--- config.mk ---
export PLATFORM = sky130hd
export DESIGN_NAME = cic_controller
export DESIGN_NICKNAME = d
export VERILOG_FILES = /design/src/cic_pkg.sv /design/src/cic_controller.sv
export SDC_FILE = /design/constraint.sdc
export NUM_CORES = 1
export LEC_CHECK = 0
export ABC_AREA = 0
export BUFFER_PORTS_ARGS = -buffer_cell sky130_fd_sc_hd__clkbuf_2
export CAP_MARGIN = 30
export CELL_PAD_IN_SITES_DETAIL_PLACEMENT = 1
export CELL_PAD_IN_SITES_GLOBAL_PLACEMENT = 2
export CORE_MARGIN = 2
export CORE_UTILIZATION = 41
export CTS_BUF_LIST = sky130_fd_sc_hd__clkbuf_8 sky130_fd_sc_hd__clkbuf_16
export DETAILED_ROUTE_END_ITERATION = 10
export PLACE_DENSITY = 0.89
export SETUP_SLACK_MARGIN = 0.02
export SYNTH_ARGS = -nofsm -noshare
export SYNTH_HDL_FRONTEND = slang
export SYNTH_SLANG_ARGS = --single-unit
--- constraint.sdc ---
create_clock -name i_clk -period 34.1 [get_ports i_clk]
set_input_delay 3.41 -clock i_clk [delete_from_list [all_inputs] [get_ports i_clk]]
set_output_delay 3.41 -clock i_clk [all_outputs]
set_load 0.1 [all_outputs]
--- src/cic_pkg.sv ---
/*
  Package for the cascaded interrupt controller pair: I/O port addresses,
  command word field positions, command codes and shared types.
  Assumes an 8-bit I/O data path and a 16-bit I/O address.
*/
package cic_pkg;

  // I/O port addresses
  localparam logic [15:0] PORT_PRI_EVEN = 16'h0020;
  localparam logic [15:0] PORT_PRI_ODD = 16'h0021;
  localparam logic [15:0] PORT_SEC_EVEN = 16'h00a0;
  localparam logic [15:0] PORT_SEC_ODD = 16'h00a1;
  localparam logic [15:0] PORT_TRIG_PRI = 16'h04d0;
  localparam logic [15:0] PORT_TRIG_SEC = 16'h04d1;

  // Field positions
  localparam int B_INIT_ONE = 4;
  localparam int B_LEVEL_MODE = 3;
  localparam int B_NEED_FOUR = 0;
  localparam int B_SFNM = 4;
  localparam int B_AUTO_EOI = 1;
  localparam int B_BUF = 3;
  localparam int B_POLL = 2;
  localparam int B_READ_EN = 1;
  localparam int B_READ_IS = 0;
  localparam int B_SMM_EN = 6;
  localparam int B_SMM_VAL = 5;

  // Selector field bits 4-3 of an even-port write
  localparam logic [1:0] SEL_OP_TWO = 2'h0;
  localparam logic [1:0] SEL_OP_THREE = 2'h1;

  // Operation word two commands, bits 7-5
  localparam logic [2:0] CMD_ROT_AEOI_CLR = 3'h0;
  localparam logic [2:0] CMD_NS_EOI = 3'h1;
  localparam logic [2:0] CMD_SP_EOI = 3'h3;
  localparam logic [2:0] CMD_ROT_AEOI_SET = 3'h4;
  localparam logic [2:0] CMD_ROT_NS_EOI = 3'h5;
  localparam logic [2:0] CMD_SET_PRIO = 3'h6;
  localparam logic [2:0] CMD_ROT_SP_EOI = 3'h7;

  // Values after reset and poll answer codes
  localparam logic [7:0] MASK_RESET = 8'hff;
  localparam logic [7:0] ZERO8 = 8'h00;
  localparam logic [2:0] LOWEST_RESET = 3'h7;
  localparam logic [7:0] POLL_NONE = 8'h00;
  localparam logic [7:0] POLL_FLAG = 8'h80;

  // Cascade input of the primary
  localparam int CASCADE_LINE = 2;

  typedef enum logic [1:0] {CIC_READY, CIC_WAIT_TWO, CIC_WAIT_THREE, CIC_WAIT_FOUR}
    cic_init_t;

  typedef struct packed {
    logic valid;
    logic [2:0] level;
  } cic_grant_t;

  typedef struct packed {
    logic wr;
    logic rd;
    logic odd;
    logic [7:0] data;
  } cic_io_t;

endpackage

--- src/cic_controller.sv ---
/*
  Cascaded pair of interrupt controllers with per-line edge/level control.
  Assumes the host issues single-cycle I/O read/write strobes on the system
  clock and a one-cycle interrupt acknowledge pulse; request lines are async.
*/
`timescale 1ns/1ps

module cic_unit
  import cic_pkg::*;
(
  // Clock and reset
  input wire logic i_clk,
  input wire logic i_rst,
  // Register access
  input wire cic_io_t i_io,
  input wire logic i_trig_wr,
  // Requests and acknowledge
  input wire logic [7:0] i_irq,
  input wire logic i_ack,
  // Outputs
  output logic [7:0] o_rdata,
  output logic [7:0] o_trig,
  output logic [7:0] o_vector,
  output cic_grant_t o_grant,
  output logic o_int,
  output logic [7:0] o_cascade,
  output logic o_buf_en
);
  cic_init_t init_state;
  logic [7:0] mask;
  logic [7:0] irr;
  logic [7:0] isr;
  logic [7:0] trig;
  logic [7:0] irq_prev;
  logic [4:0] vec_base;
  logic [7:0] cascade;
  logic level_mode;
  logic need_four;
  logic sfnm;
  logic auto_eoi;
  logic [1:0] buf_mode;
  logic rot_aeoi;
  logic [2:0] lowest;
  logic smm;
  logic read_is;
  logic poll;
  logic [7:0] line_level;
  logic [7:0] edge_seen;
  logic [7:0] req;
  logic [2:0] top_req;
  logic req_found;
  logic [2:0] top_is;
  logic is_found;
  logic [7:0] eoi_clear;
  logic [7:0] ack_set;
  logic even_wr;
  logic odd_wr;
  logic word_one;

  assign even_wr = i_io.wr && !i_io.odd;
  assign odd_wr = i_io.wr && i_io.odd;
  assign word_one = even_wr && i_io.data[B_INIT_ONE];

  // Per-line trigger selection
  genvar g;
  generate
    for (g = 0; g < 8; g++)
    begin : g_line
      // Level line is held; edge line latches a rising transition
      assign edge_seen[g] = i_irq[g] && !irq_prev[g];
      assign line_level[g] = (trig[g] || level_mode) ? i_irq[g] : edge_seen[g];
    end
  endgenerate

  // Pending requests that may win: mask, and in-service lines of equal/lower rank
  function automatic logic [2:0] rank(input logic [2:0] lvl, input logic [2:0] low);
    rank = 3'(lvl - low - 3'h1);
  endfunction

  always_comb
  begin
    logic [2:0] best_r;
    logic [2:0] is_r;
    logic [2:0] r;
    best_r = 3'h7;
    is_r = 3'h7;
    r = 3'h0;
    req_found = 1'b0;
    is_found = 1'b0;
    top_req = 3'h0;
    top_is = 3'h0;
    req = irr & ~mask;
    for (int k = 0; k < 8; k++)
    begin
      r = rank(3'(k), lowest);
      if (isr[k] && (!is_found || r < is_r) && !(smm && mask[k]))
      begin
        is_r = r;
        top_is = 3'(k);
        is_found = 1'b1;
      end
    end
    for (int k = 0; k < 8; k++)
    begin
      r = rank(3'(k), lowest);
      if (req[k] && (!req_found || r < best_r))
      begin
        best_r = r;
        top_req = 3'(k);
        req_found = 1'b1;
      end
    end
    // In special mask mode an in-service line blocks the grant only when it is itself the top pending request
    if (req_found && is_found && !smm)
    begin
      // special fully nested lets a cascade line reinterrupt itself
      if (best_r > is_r || (best_r == is_r && !(sfnm && cascade[top_req])))
      begin
        req_found = 1'b0;
      end
    end
    if (req_found && smm && isr[top_req])
    begin
      req_found = 1'b0;
    end
  end

  // End-of-interrupt clear vector
  always_comb
  begin
    eoi_clear = ZERO8;
    if (even_wr && !word_one && i_io.data[4:3] == SEL_OP_TWO && init_state == CIC_READY)
    begin
      case (i_io.data[7:5])
        CMD_NS_EOI, CMD_ROT_NS_EOI: if (is_found) eoi_clear[top_is] = 1'b1;
        CMD_SP_EOI, CMD_ROT_SP_EOI: eoi_clear[i_io.data[2:0]] = 1'b1;
        default: eoi_clear = ZERO8;
      endcase
    end
  end

  always_comb
  begin
    ack_set = ZERO8;
    if (i_ack && req_found)
    begin
      ack_set[top_req] = 1'b1;
    end
  end

  // Initialization sequence
  always_ff @(posedge i_clk)
  begin
    if (i_rst)
    begin
      init_state <= CIC_READY;
      level_mode <= 1'b0;
      need_four <= 1'b0;
      vec_base <= 5'h00;
      cascade <= ZERO8;
      sfnm <= 1'b0;
      auto_eoi <= 1'b0;
      buf_mode <= 2'h0;
    end
    else if (word_one)
    begin
      init_state <= CIC_WAIT_TWO;
      level_mode <= i_io.data[B_LEVEL_MODE];
      need_four <= i_io.data[B_NEED_FOUR];
      sfnm <= 1'b0;
      auto_eoi <= 1'b0;
    end
    else if (odd_wr)
    begin
      case (init_state)
        CIC_WAIT_TWO:
        begin
          vec_base <= i_io.data[7:3];
          init_state <= CIC_WAIT_THREE;
        end
        CIC_WAIT_THREE:
        begin
          cascade <= i_io.data;
          init_state <= need_four ? CIC_WAIT_FOUR : CIC_READY;
        end
        CIC_WAIT_FOUR:
        begin
          sfnm <= i_io.data[B_SFNM];
          buf_mode <= i_io.data[B_BUF:B_BUF - 1];
          auto_eoi <= i_io.data[B_AUTO_EOI];
          init_state <= CIC_READY;
        end
        default: init_state <= CIC_READY;
      endcase
    end
  end

  // Mask register
  always_ff @(posedge i_clk)
  begin
    if (i_rst || word_one)
    begin
      mask <= (i_rst) ? MASK_RESET : ZERO8;
    end
    else if (odd_wr && init_state == CIC_READY)
    begin
      mask <= i_io.data;
    end
  end

  // Edge/level register
  always_ff @(posedge i_clk)
  begin
    if (i_rst)
    begin
      trig <= ZERO8;
    end
    else if (i_trig_wr)
    begin
      trig <= i_io.data;
    end
  end

  // Request and in-service state; new requests win over acknowledge clear
  always_ff @(posedge i_clk)
  begin
    if (i_rst)
    begin
      irq_prev <= ZERO8;
      irr <= ZERO8;
      isr <= ZERO8;
    end
    else
    begin
      irq_prev <= i_irq;
      for (int k = 0; k < 8; k++)
      begin
        if (line_level[k])
        begin
          irr[k] <= 1'b1;
        end
        else if (ack_set[k] || (!i_irq[k] && (trig[k] || level_mode)))
        begin
          irr[k] <= 1'b0;
        end
      end
      if (word_one)
      begin
        isr <= ZERO8;
      end
      else
      begin
        isr <= (isr & ~eoi_clear) | (auto_eoi ? ZERO8 : ack_set);
      end
    end
  end

  // Operation words: priority, special mask, read select, poll
  always_ff @(posedge i_clk)
  begin
    if (i_rst || word_one)
    begin
      rot_aeoi <= 1'b0;
      lowest <= LOWEST_RESET;
      smm <= 1'b0;
      read_is <= 1'b0;
      poll <= 1'b0;
    end
    else
    begin
      if (even_wr && init_state == CIC_READY && i_io.data[4:3] == SEL_OP_TWO)
      begin
        case (i_io.data[7:5])
          CMD_ROT_AEOI_SET: rot_aeoi <= 1'b1;
          CMD_ROT_AEOI_CLR: rot_aeoi <= 1'b0;
          CMD_ROT_NS_EOI: if (is_found) lowest <= top_is;
          CMD_ROT_SP_EOI, CMD_SET_PRIO: lowest <= i_io.data[2:0];
          default: lowest <= lowest;
        endcase
      end
      else if (i_ack && req_found && auto_eoi && rot_aeoi)
      begin
        lowest <= top_req;
      end
      if (even_wr && init_state == CIC_READY && i_io.data[4:3] == SEL_OP_THREE)
      begin
        if (i_io.data[B_SMM_EN])
        begin
          smm <= i_io.data[B_SMM_VAL];
        end
        if (i_io.data[B_READ_EN])
        begin
          read_is <= i_io.data[B_READ_IS];
        end
        poll <= i_io.data[B_POLL];
      end
      else if (i_io.rd && !i_io.odd)
      begin
        poll <= 1'b0;
      end
    end
  end

  // Register read data and acknowledge vector
  always_ff @(posedge i_clk)
  begin
    if (i_rst)
    begin
      o_rdata <= ZERO8;
      o_vector <= ZERO8;
    end
    else
    begin
      if (i_io.odd)
      begin
        o_rdata <= mask;
      end
      else if (poll)
      begin
        o_rdata <= req_found ? (POLL_FLAG | {5'h00, top_req}) : POLL_NONE;
      end
      else
      begin
        o_rdata <= read_is ? isr : irr;
      end
      if (i_ack)
      begin
        o_vector <= {vec_base, top_req};
      end
    end
  end

  assign o_trig = trig;
  assign o_grant = '{valid: req_found, level: top_req};
  assign o_int = req_found && init_state == CIC_READY;
  assign o_cascade = cascade;
  assign o_buf_en = buf_mode[1];
endmodule

module cic_controller
  import cic_pkg::*;
(
  // Clock and reset
  input wire logic i_clk,
  input wire logic i_rst,
  // I/O cycle from the host
  input wire logic [15:0] i_addr,
  input wire logic [7:0] i_wdata,
  input wire logic i_wr,
  input wire logic i_rd,
  output logic [7:0] o_rdata,
  // Interrupt request lines 0-15
  input wire logic [15:0] i_irq,
  // Interrupt acknowledge
  input wire logic i_inta,
  output logic o_intr,
  output logic [7:0] o_vector,
  output logic o_buf_en
);
  logic [15:0] irq_meta;
  logic [15:0] irq_sync;
  logic pri_sel;
  logic sec_sel;
  cic_io_t pri_io;
  cic_io_t sec_io;
  logic [7:0] pri_rdata;
  logic [7:0] sec_rdata;
  logic [7:0] pri_trig;
  logic [7:0] sec_trig;
  logic [7:0] pri_vec;
  logic [7:0] sec_vec;
  logic [7:0] pri_casc;
  logic [7:0] sec_casc;
  cic_grant_t pri_grant;
  logic sec_int;
  logic pri_buf;
  logic sec_buf;
  logic pri_ack;
  logic sec_ack;
  logic use_sec;
  logic [7:0] pri_irq;

  always_ff @(posedge i_clk)
  begin
    if (i_rst)
    begin
      irq_meta <= 16'h0000;
      irq_sync <= 16'h0000;
    end
    else
    begin
      irq_meta <= i_irq;
      irq_sync <= irq_meta;
    end
  end

  assign pri_sel = i_addr == PORT_PRI_EVEN || i_addr == PORT_PRI_ODD;
  assign sec_sel = i_addr == PORT_SEC_EVEN || i_addr == PORT_SEC_ODD;
  assign pri_io = '{wr: i_wr && pri_sel, rd: i_rd && pri_sel, odd: i_addr[0], data: i_wdata};
  assign sec_io = '{wr: i_wr && sec_sel, rd: i_rd && sec_sel, odd: i_addr[0], data: i_wdata};

  // Secondary output feeds the primary cascade input
  assign pri_irq = {irq_sync[7:3], sec_int, irq_sync[1:0]};
  // Secondary answers when its identity matches the granted primary line
  assign use_sec = pri_casc[pri_grant.level] && sec_casc[2:0] == pri_grant.level;
  assign pri_ack = i_inta;
  assign sec_ack = i_inta && use_sec;

  cic_unit u_pri (
    .i_clk(i_clk),
    .i_rst(i_rst),
    .i_io(pri_io),
    .i_trig_wr(i_wr && i_addr == PORT_TRIG_PRI),
    .i_irq(pri_irq),
    .i_ack(pri_ack),
    .o_rdata(pri_rdata),
    .o_trig(pri_trig),
    .o_vector(pri_vec),
    .o_grant(pri_grant),
    .o_int(o_intr),
    .o_cascade(pri_casc),
    .o_buf_en(pri_buf)
  );

  cic_unit u_sec (
    .i_clk(i_clk),
    .i_rst(i_rst),
    .i_io(sec_io),
    .i_trig_wr(i_wr && i_addr == PORT_TRIG_SEC),
    .i_irq(irq_sync[15:8]),
    .i_ack(sec_ack),
    .o_rdata(sec_rdata),
    .o_trig(sec_trig),
    .o_vector(sec_vec),
    .o_grant(),
    .o_int(sec_int),
    .o_cascade(sec_casc),
    .o_buf_en(sec_buf)
  );

  logic vec_from_sec;
  logic [15:0] rd_addr;

  always_ff @(posedge i_clk)
  begin
    if (i_rst)
    begin
      vec_from_sec <= 1'b0;
      rd_addr <= 16'h0000;
    end
    else
    begin
      rd_addr <= i_addr;
      if (i_inta)
      begin
        vec_from_sec <= use_sec;
      end
    end
  end

  always_comb
  begin
    case (rd_addr)
      PORT_PRI_EVEN, PORT_PRI_ODD: o_rdata = pri_rdata;
      PORT_SEC_EVEN, PORT_SEC_ODD: o_rdata = sec_rdata;
      PORT_TRIG_PRI: o_rdata = pri_trig;
      PORT_TRIG_SEC: o_rdata = sec_trig;
      default: o_rdata = ZERO8;
    endcase
  end

  assign o_vector = vec_from_sec ? sec_vec : pri_vec;
  assign o_buf_en = pri_buf || sec_buf;
endmodule

-- After elaboration in Yosys (flattened, before gate mapping)
Index checks and enable logic that the tools add are counted.
Widths: inputs -> output; s select.
- output and inout bits: 18
- logic and storage cells: 735
- register bits after elaboration: 217
- input port bits: 45
- $lt $le $gt $ge: 40
- bitwise logic cells: 12
- equality and inequality tests: 32
- add/subtract/negate cells: 32
- muxes and demuxes: 210
- reductions and logical operators: 349
- operators by type and width (kind ; number):
    $mux 8 ; 22
    $mux 3 ; 56
    $logic_and 1x1->1 ; 147
    $mux 1 ; 107
    $lt 3x3->1 ; 28
    $logic_not 1->1 ; 83
    $logic_or 1x1->1 ; 67
    $eq 16x11->1 const B ; 4
    $eq 16x6->1 const B ; 4
    $eq 16x8->1 const B ; 4
    $reduce_bool 2->1 ; 25
    $sub 3x1->3 const B ; 16
    $and 8x8->8 ; 4
    $not 8->8 ; 4
    $pmux 8 s2 ; 2
    $pmux 8 s4 ; 1
    $reduce_and 3->1 ; 8
    $sub 3x3->3 const A ; 8
    $lt 3x4->1 const B ; 5
    $mux 2 ; 8
    $or 8x8->8 ; 2
    $reduce_and 2->1 ; 8
    $demux 1 s3 ; 5
    $ge 3x1->1 const B ; 5
    other kinds (19) ; 52

-- Logic depth before layout (Yosys ltp)
- depth in word-level cells: 53
- depth in mapped cells: 70
- gate-level depth less buffers: 64

-- Modules after synthesis
A second synthesis with hierarchy kept.
- cell total of the unflattened synthesis: 1836
- area, all modules: 14717.9 µm²
- by module, submodules not included (module ; seq. area each (µm²) ; area each (µm²) ; instances ; cells each):
    cic_unit (u_sec) ; 1741.7 ; 6630.1 ; 1 ; 859
    cic_unit (u_pri) ; 1741.7 ; 6170.9 ; 1 ; 798
    cic_controller ; 940.9 ; 1916.8 ; 1 ; 179

-- Least setup slack after synthesis
No wires, ideal clock.
- path type: reg2out
- start point: register u_pri.lowest[1]
- end point: output port o_intr
- stages on the path, launching flop included: 60
- arrival: 12.319 ns
- buffers on the path: 6
- path slack: 18.371 ns
- cells stage by stage: dfxtp_1 buf_2 inv_1 clkbuf_1 ha_1 buf_2 xor2_1 inv_1 ha_1 nand3b_1 o211ai_1 o21ai_0 ha_1 o21a_1 or3_1 and2_1 clkbuf_1 mux2_2 [24 not listed] ha_1 o21a_1 o22ai_1 and2_0 nor2_1 mux2_2 ha_1 nand3b_1 o31ai_1 a21oi_1 a31oi_1 ha_1 nand2b_1 a21o_1 a21oi_1 nor3_1 o31ai_1 and3_1
- longest elaborated chain between the ends: 47
- RTL lines (what ; RTL line ; text):
    from (decl) ; cic_controller.sv:43 ; logic [2:0] lowest;
    from (signal assigned) ; cic_controller.sv:276 ; CMD_ROT_NS_EOI: if (is_found) lowest <= top_is;
    from (signal assigned) ; cic_controller.sv:277 ; CMD_ROT_SP_EOI, CMD_SET_PRIO: lowest <= i_io.data[2:0];
    from (signal assigned) ; cic_controller.sv:278 ; default: lowest <= lowest;
    parallel branches: the longest is 45 deep, another holds $sub 1x3->3 ; -- ;
    $mux 1 * ; cic_controller.sv:122 ; if (req_found && smm && isr[top_req])
    $logic_and 1x1->1 * ; cic_controller.sv:335 ; assign o_int = req_found && init_state == CIC_READY;
    to (decl) ; cic_controller.sv:356 ; output logic o_intr,
Mark *: on every way between the ends. The select of a mux whose other input is x is not followed.

-- Worst setup path in the final report
Ends and elaborated chain as after synthesis.

==> impl_metrics.env <==
export IMPL_critPathMaxFanout=24
export IMPL_p_leak_uw=0.005726
export IMPL_drt_total_wl_um=48990
export IMPL_reg2reg_depth=56
export IMPL_whs_path_depth=1
export IMPL_p_per_area_mw_per_mm2=52.67
export IMPL_via_per_inst=6.144
export IMPL_syn_area_per_cell_um2=7.889
export IMPL_cp_end_kind="output pin"
export IMPL_slew_headroom_pct=23.61
export IMPL_hpwl_um=36380
export IMPL_cts_tree="done"
export IMPL_whs_ps=436.4
export IMPL_place_ws_ps=16810
export IMPL_drt_iter0_drc=1319
export IMPL_fill_cells=4128
export IMPL_fin_ws_ps=16000
export IMPL_syn_area_mm2=0.01379
export IMPL_clock_sinks=213
export IMPL_synth_distinct_cells=96
export IMPL_cap_viol_max_count=0
export IMPL_io_pins=63
export IMPL_htreeDepth=1
export IMPL_cp_common_cell="ha_1"
export IMPL_synth_edf_count=16
export IMPL_seqCellArea_mm2=0.004424
export IMPL_final_layout_size_suffix_gt1_share_pct=10.45
export IMPL_status="finished, final reports clean"
export IMPL_core_mm2=0.03336
export IMPL_gp_congestion=0.9013
export IMPL_syn_instance_count=1748
export IMPL_grt_usage_pct=27.18
export IMPL_power_total_uw=796.6
export IMPL_start_kind="flip-flop"
export IMPL_hold_violations=0
export IMPL_path_class="flip-flop to output pin"
export IMPL_die_h_um=187.4
export IMPL_cp_arrival_ps=14690
export IMPL_die_w_um=187.4
export IMPL_clock_root_buffer="clkbuf_16"
export IMPL_cp_slowest_cell="o31ai_1"
export IMPL_clockBufferDepth=3
export IMPL_p_clk_share_pct=31.6
export IMPL_initial_utilization_pct=41.33
export IMPL_dieArea_mm2=0.03512
export IMPL_ctsResizeCount=0
export IMPL_num_rows=67
export IMPL_clk_pin_slew_ps=70
export IMPL_final_cell_area_mm2=0.01512
export IMPL_grt_pass1_wl_um=77010
export IMPL_seq_power_share_pct=34.8
export IMPL_gr_total_overflow=0
export IMPL_holdPathEnd="irq_sync[15]"
export IMPL_yosys_register_bits=213
export IMPL_max_freq_ghz=0.05526
export IMPL_setup_viol=0
export IMPL_ys_warn_count=0
export IMPL_clk_latency_ps=510
export IMPL_slowest_delay_ps=640
export IMPL_slew_viol_final=0
export IMPL_reg2reg_to="u_sec.irr[5]"
export IMPL_p_sw_share_pct=36.14
export IMPL_postCtsSetupRepairBufs=0
export IMPL_multi_input_area_mm2=0.008777
export IMPL_switchingPower_uw=287.9
export IMPL_async_flop_share_pct=0
export IMPL_cts_buffers=22
export IMPL_routed_via_count=13570
export IMPL_syn2layout_area_growth_pct=9.681
export IMPL_antenna_cells=0
export IMPL_cts_hold_buf=0
export IMPL_drc_errors=0
export IMPL_place_area_mm2=0.01434
export IMPL_synth_seq_area_share_pct=32.08
export IMPL_first_global_vias=13540
export IMPL_antenna_found_initial=0
export IMPL_grt_max_degree=74
export IMPL_combPwrFrac_pct=33.6
export IMPL_synth_top_flop_cell="dfxtp_1"
export IMPL_layout_nets=1844
export IMPL_min_delay_start="irq_meta[15]"
export IMPL_fin_worst_skew_ps=19.76
export IMPL_finalSetupTns_ps=0
export IMPL_portBuffers=61
export IMPL_intPower_uw=508.8
export IMPL_tightest_slew_ps=1136
export IMPL_finalCritPeriodShare_pct=53.07
export IMPL_drtAntennaViolNets=0
export IMPL_fin_crit_ps=18100
export IMPL_wire_per_inst_um=22.18
export IMPL_rr_startpoint="u_sec.lowest[0]"
export IMPL_holdCritPathClass="flip-flop to flip-flop"
export IMPL_synthesis_nets=1847
export IMPL_r2r_setup_slack_ps=18500
export IMPL_peakVddDrop_uv=49.17
export IMPL_cp_required_ps=30690
export IMPL_rsz0062_at_grt="no"
export IMPL_first_pass_iters=5
-- sequential cells by signal (all words and copies together) (netlist names), 3 cells and up --
signal           cells
irq_meta            15
irq_sync            15
rd_addr             16
u_pri.irq_prev       8
u_pri.irr            8
u_pri.isr            8
u_pri.lowest         3
u_pri.mask           8
u_pri.o_cascade      8
u_pri.o_rdata        8
u_pri.o_trig         8
u_pri.o_vector       8
u_pri.vec_base       5
u_sec.irq_prev       8
u_sec.irr            8
u_sec.isr            8
u_sec.lowest         3
u_sec.mask           8
u_sec.o_cascade      8
u_sec.o_rdata        8
u_sec.o_trig         8
u_sec.o_vector       8
u_sec.vec_base       5
-- synthesized netlist by cell type, types with 6 or more instances --
library cell | number | area share [%]
a222oi_1 | 7 | 0.51
a31oi_1 | 16 | 0.73
nand2_1 | 213 | 5.8
nand3_1 | 63 | 2.3
o31ai_1 | 10 | 0.54
nand3b_1 | 12 | 0.65
nand2b_1 | 28 | 1.3
and2_1 | 19 | 0.86
nor2b_1 | 96 | 4.4
a32o_1 | 9 | 0.65
a21oi_1 | 119 | 4.3
nor2_1 | 176 | 4.8
and4_1 | 6 | 0.38
mux2_2 | 35 | 2.9
nor3_1 | 32 | 1.2
o22ai_1 | 12 | 0.54
o2bb2ai_1 | 6 | 0.38
o2111ai_1 | 13 | 0.83
clkbuf_1 | 74 | 2.0
and3_1 | 15 | 0.68
o21ai_0 | 85 | 3.1
a22oi_1 | 22 | 1.2
ha_1 | 54 | 4.9
o211ai_1 | 14 | 0.76
mux2i_1 | 55 | 4.0
nor4_1 | 14 | 0.64
a211oi_1 | 19 | 1.0
edfxtp_1 | 16 | 3.5
buf_1 | 12 | 0.33
or3_1 | 12 | 0.54
inv_1 | 44 | 1.2
nand4_1 | 15 | 0.68
dfxtp_1 | 197 | 29
a21boi_0 | 8 | 0.44
a21o_1 | 34 | 1.9
buf_2 | 13 | 0.47
a211o_1 | 8 | 0.51
o21a_1 | 21 | 1.1
-- critical path, delay by kind of cell (launching register included) --
kind	cells	cell delay [ps]
simple gates	18	4600
compound gates	20	4110
fa+ha+maj	9	2840
buf+inv	4	1250
mux	2	730
flops	1	310
xor+xnor	1	290
-- metal layers --
layer / track usage (%) / part of all wire [%]
met1: 37.59 / 46
met2: 44.45 / 45
met3: 3.021 / 5.1
met4: 8.480 / 3.1
met5: 0 / 0
-- final cells by class --
class                   instances  area share (%)
repair buffers                 75           2.763
multi-input cells            1386           58.03
flip-flops and latches        213           29.25
inverters                      47           1.166
clock buffers                  30           4.517
well taps                     448           3.706
clock inverters                10          0.5625
-- kinds of logic after synthesis --
| group | share of synthesized area, % |
|---|---|
| compound gates | 25.03 |
| simple gates | 26.15 |
| xor+xnor | 0.3811 |
| flops | 32.08 |
| buf+inv | 4.310 |
| fa+ha+maj | 4.981 |
| mux | 7.059 |
-- cells in the final DEF (no fill, tap or decap), types with 13 or more instances in the layout --
cell type  netlist  layout
nor3_1          32      32
buf_4            1      14
a21oi_1        119     119
dfxtp_1        197     197
a21o_1          34      34
ha_1            54      54
nand3_1         63      63
nand4_1         15      15
mux2i_1         55      55
inv_1           44      46
edfxtp_1        16      16
o21a_1          21      21
and2_1          19      19
nor2_1         176     176
nand2_1        213     213
nand2b_1        28      28
mux2_2          35      35
and3_1          15      15
a31oi_1         16      16
o21ai_0         85      85
nor2b_1         96      96
o2111ai_1       13      13
a22oi_1         22      22
clkbuf_16        0      24
clkbuf_2         0      60
a211oi_1        19      19
o211ai_1        14      14
nor4_1          14      13
-- power groups by stage --
| stage | logic (uW) | registers [uW] | clock network (uW) |
|---|---|---|---|
| after floorplan | 198 | 274 | 0 |
| after global placement | 254 | 282 | 0 |
| after detailed placement | 261 | 282 | 0 |
| after CTS | 263 | 277 | 254 |
| after global routing | 293 | 278 | 264 |
| final | 268 | 277 | 251 |
-- how the worst max path moves through the flow --
stage / from / endpoint / slack (ps)
floorplan: u_pri.lowest[1] / o_intr / 18370
global placement: u_pri.lowest[1] / o_intr / 17070
detailed placement: u_pri.lowest[1] / o_intr / 16810
CTS: u_pri.lowest[1] / o_intr / 16240
global route: u_pri.lowest[1] / o_intr / 14680
finish: u_pri.lowest[1] / o_intr / 16000
-- stage by stage --
stage | utilization (%) | instances
2_1_floorplan | - | 1748
3_3_place_gp | 42.95 | 2166
3_5_place_dp | 42.97 | 2167
4_1_cts | 45.27 | 2207
5_1_grt | 45.33 | 2209
6_report | 45.33 | 2209
Power figures use the tool's default switching activity.
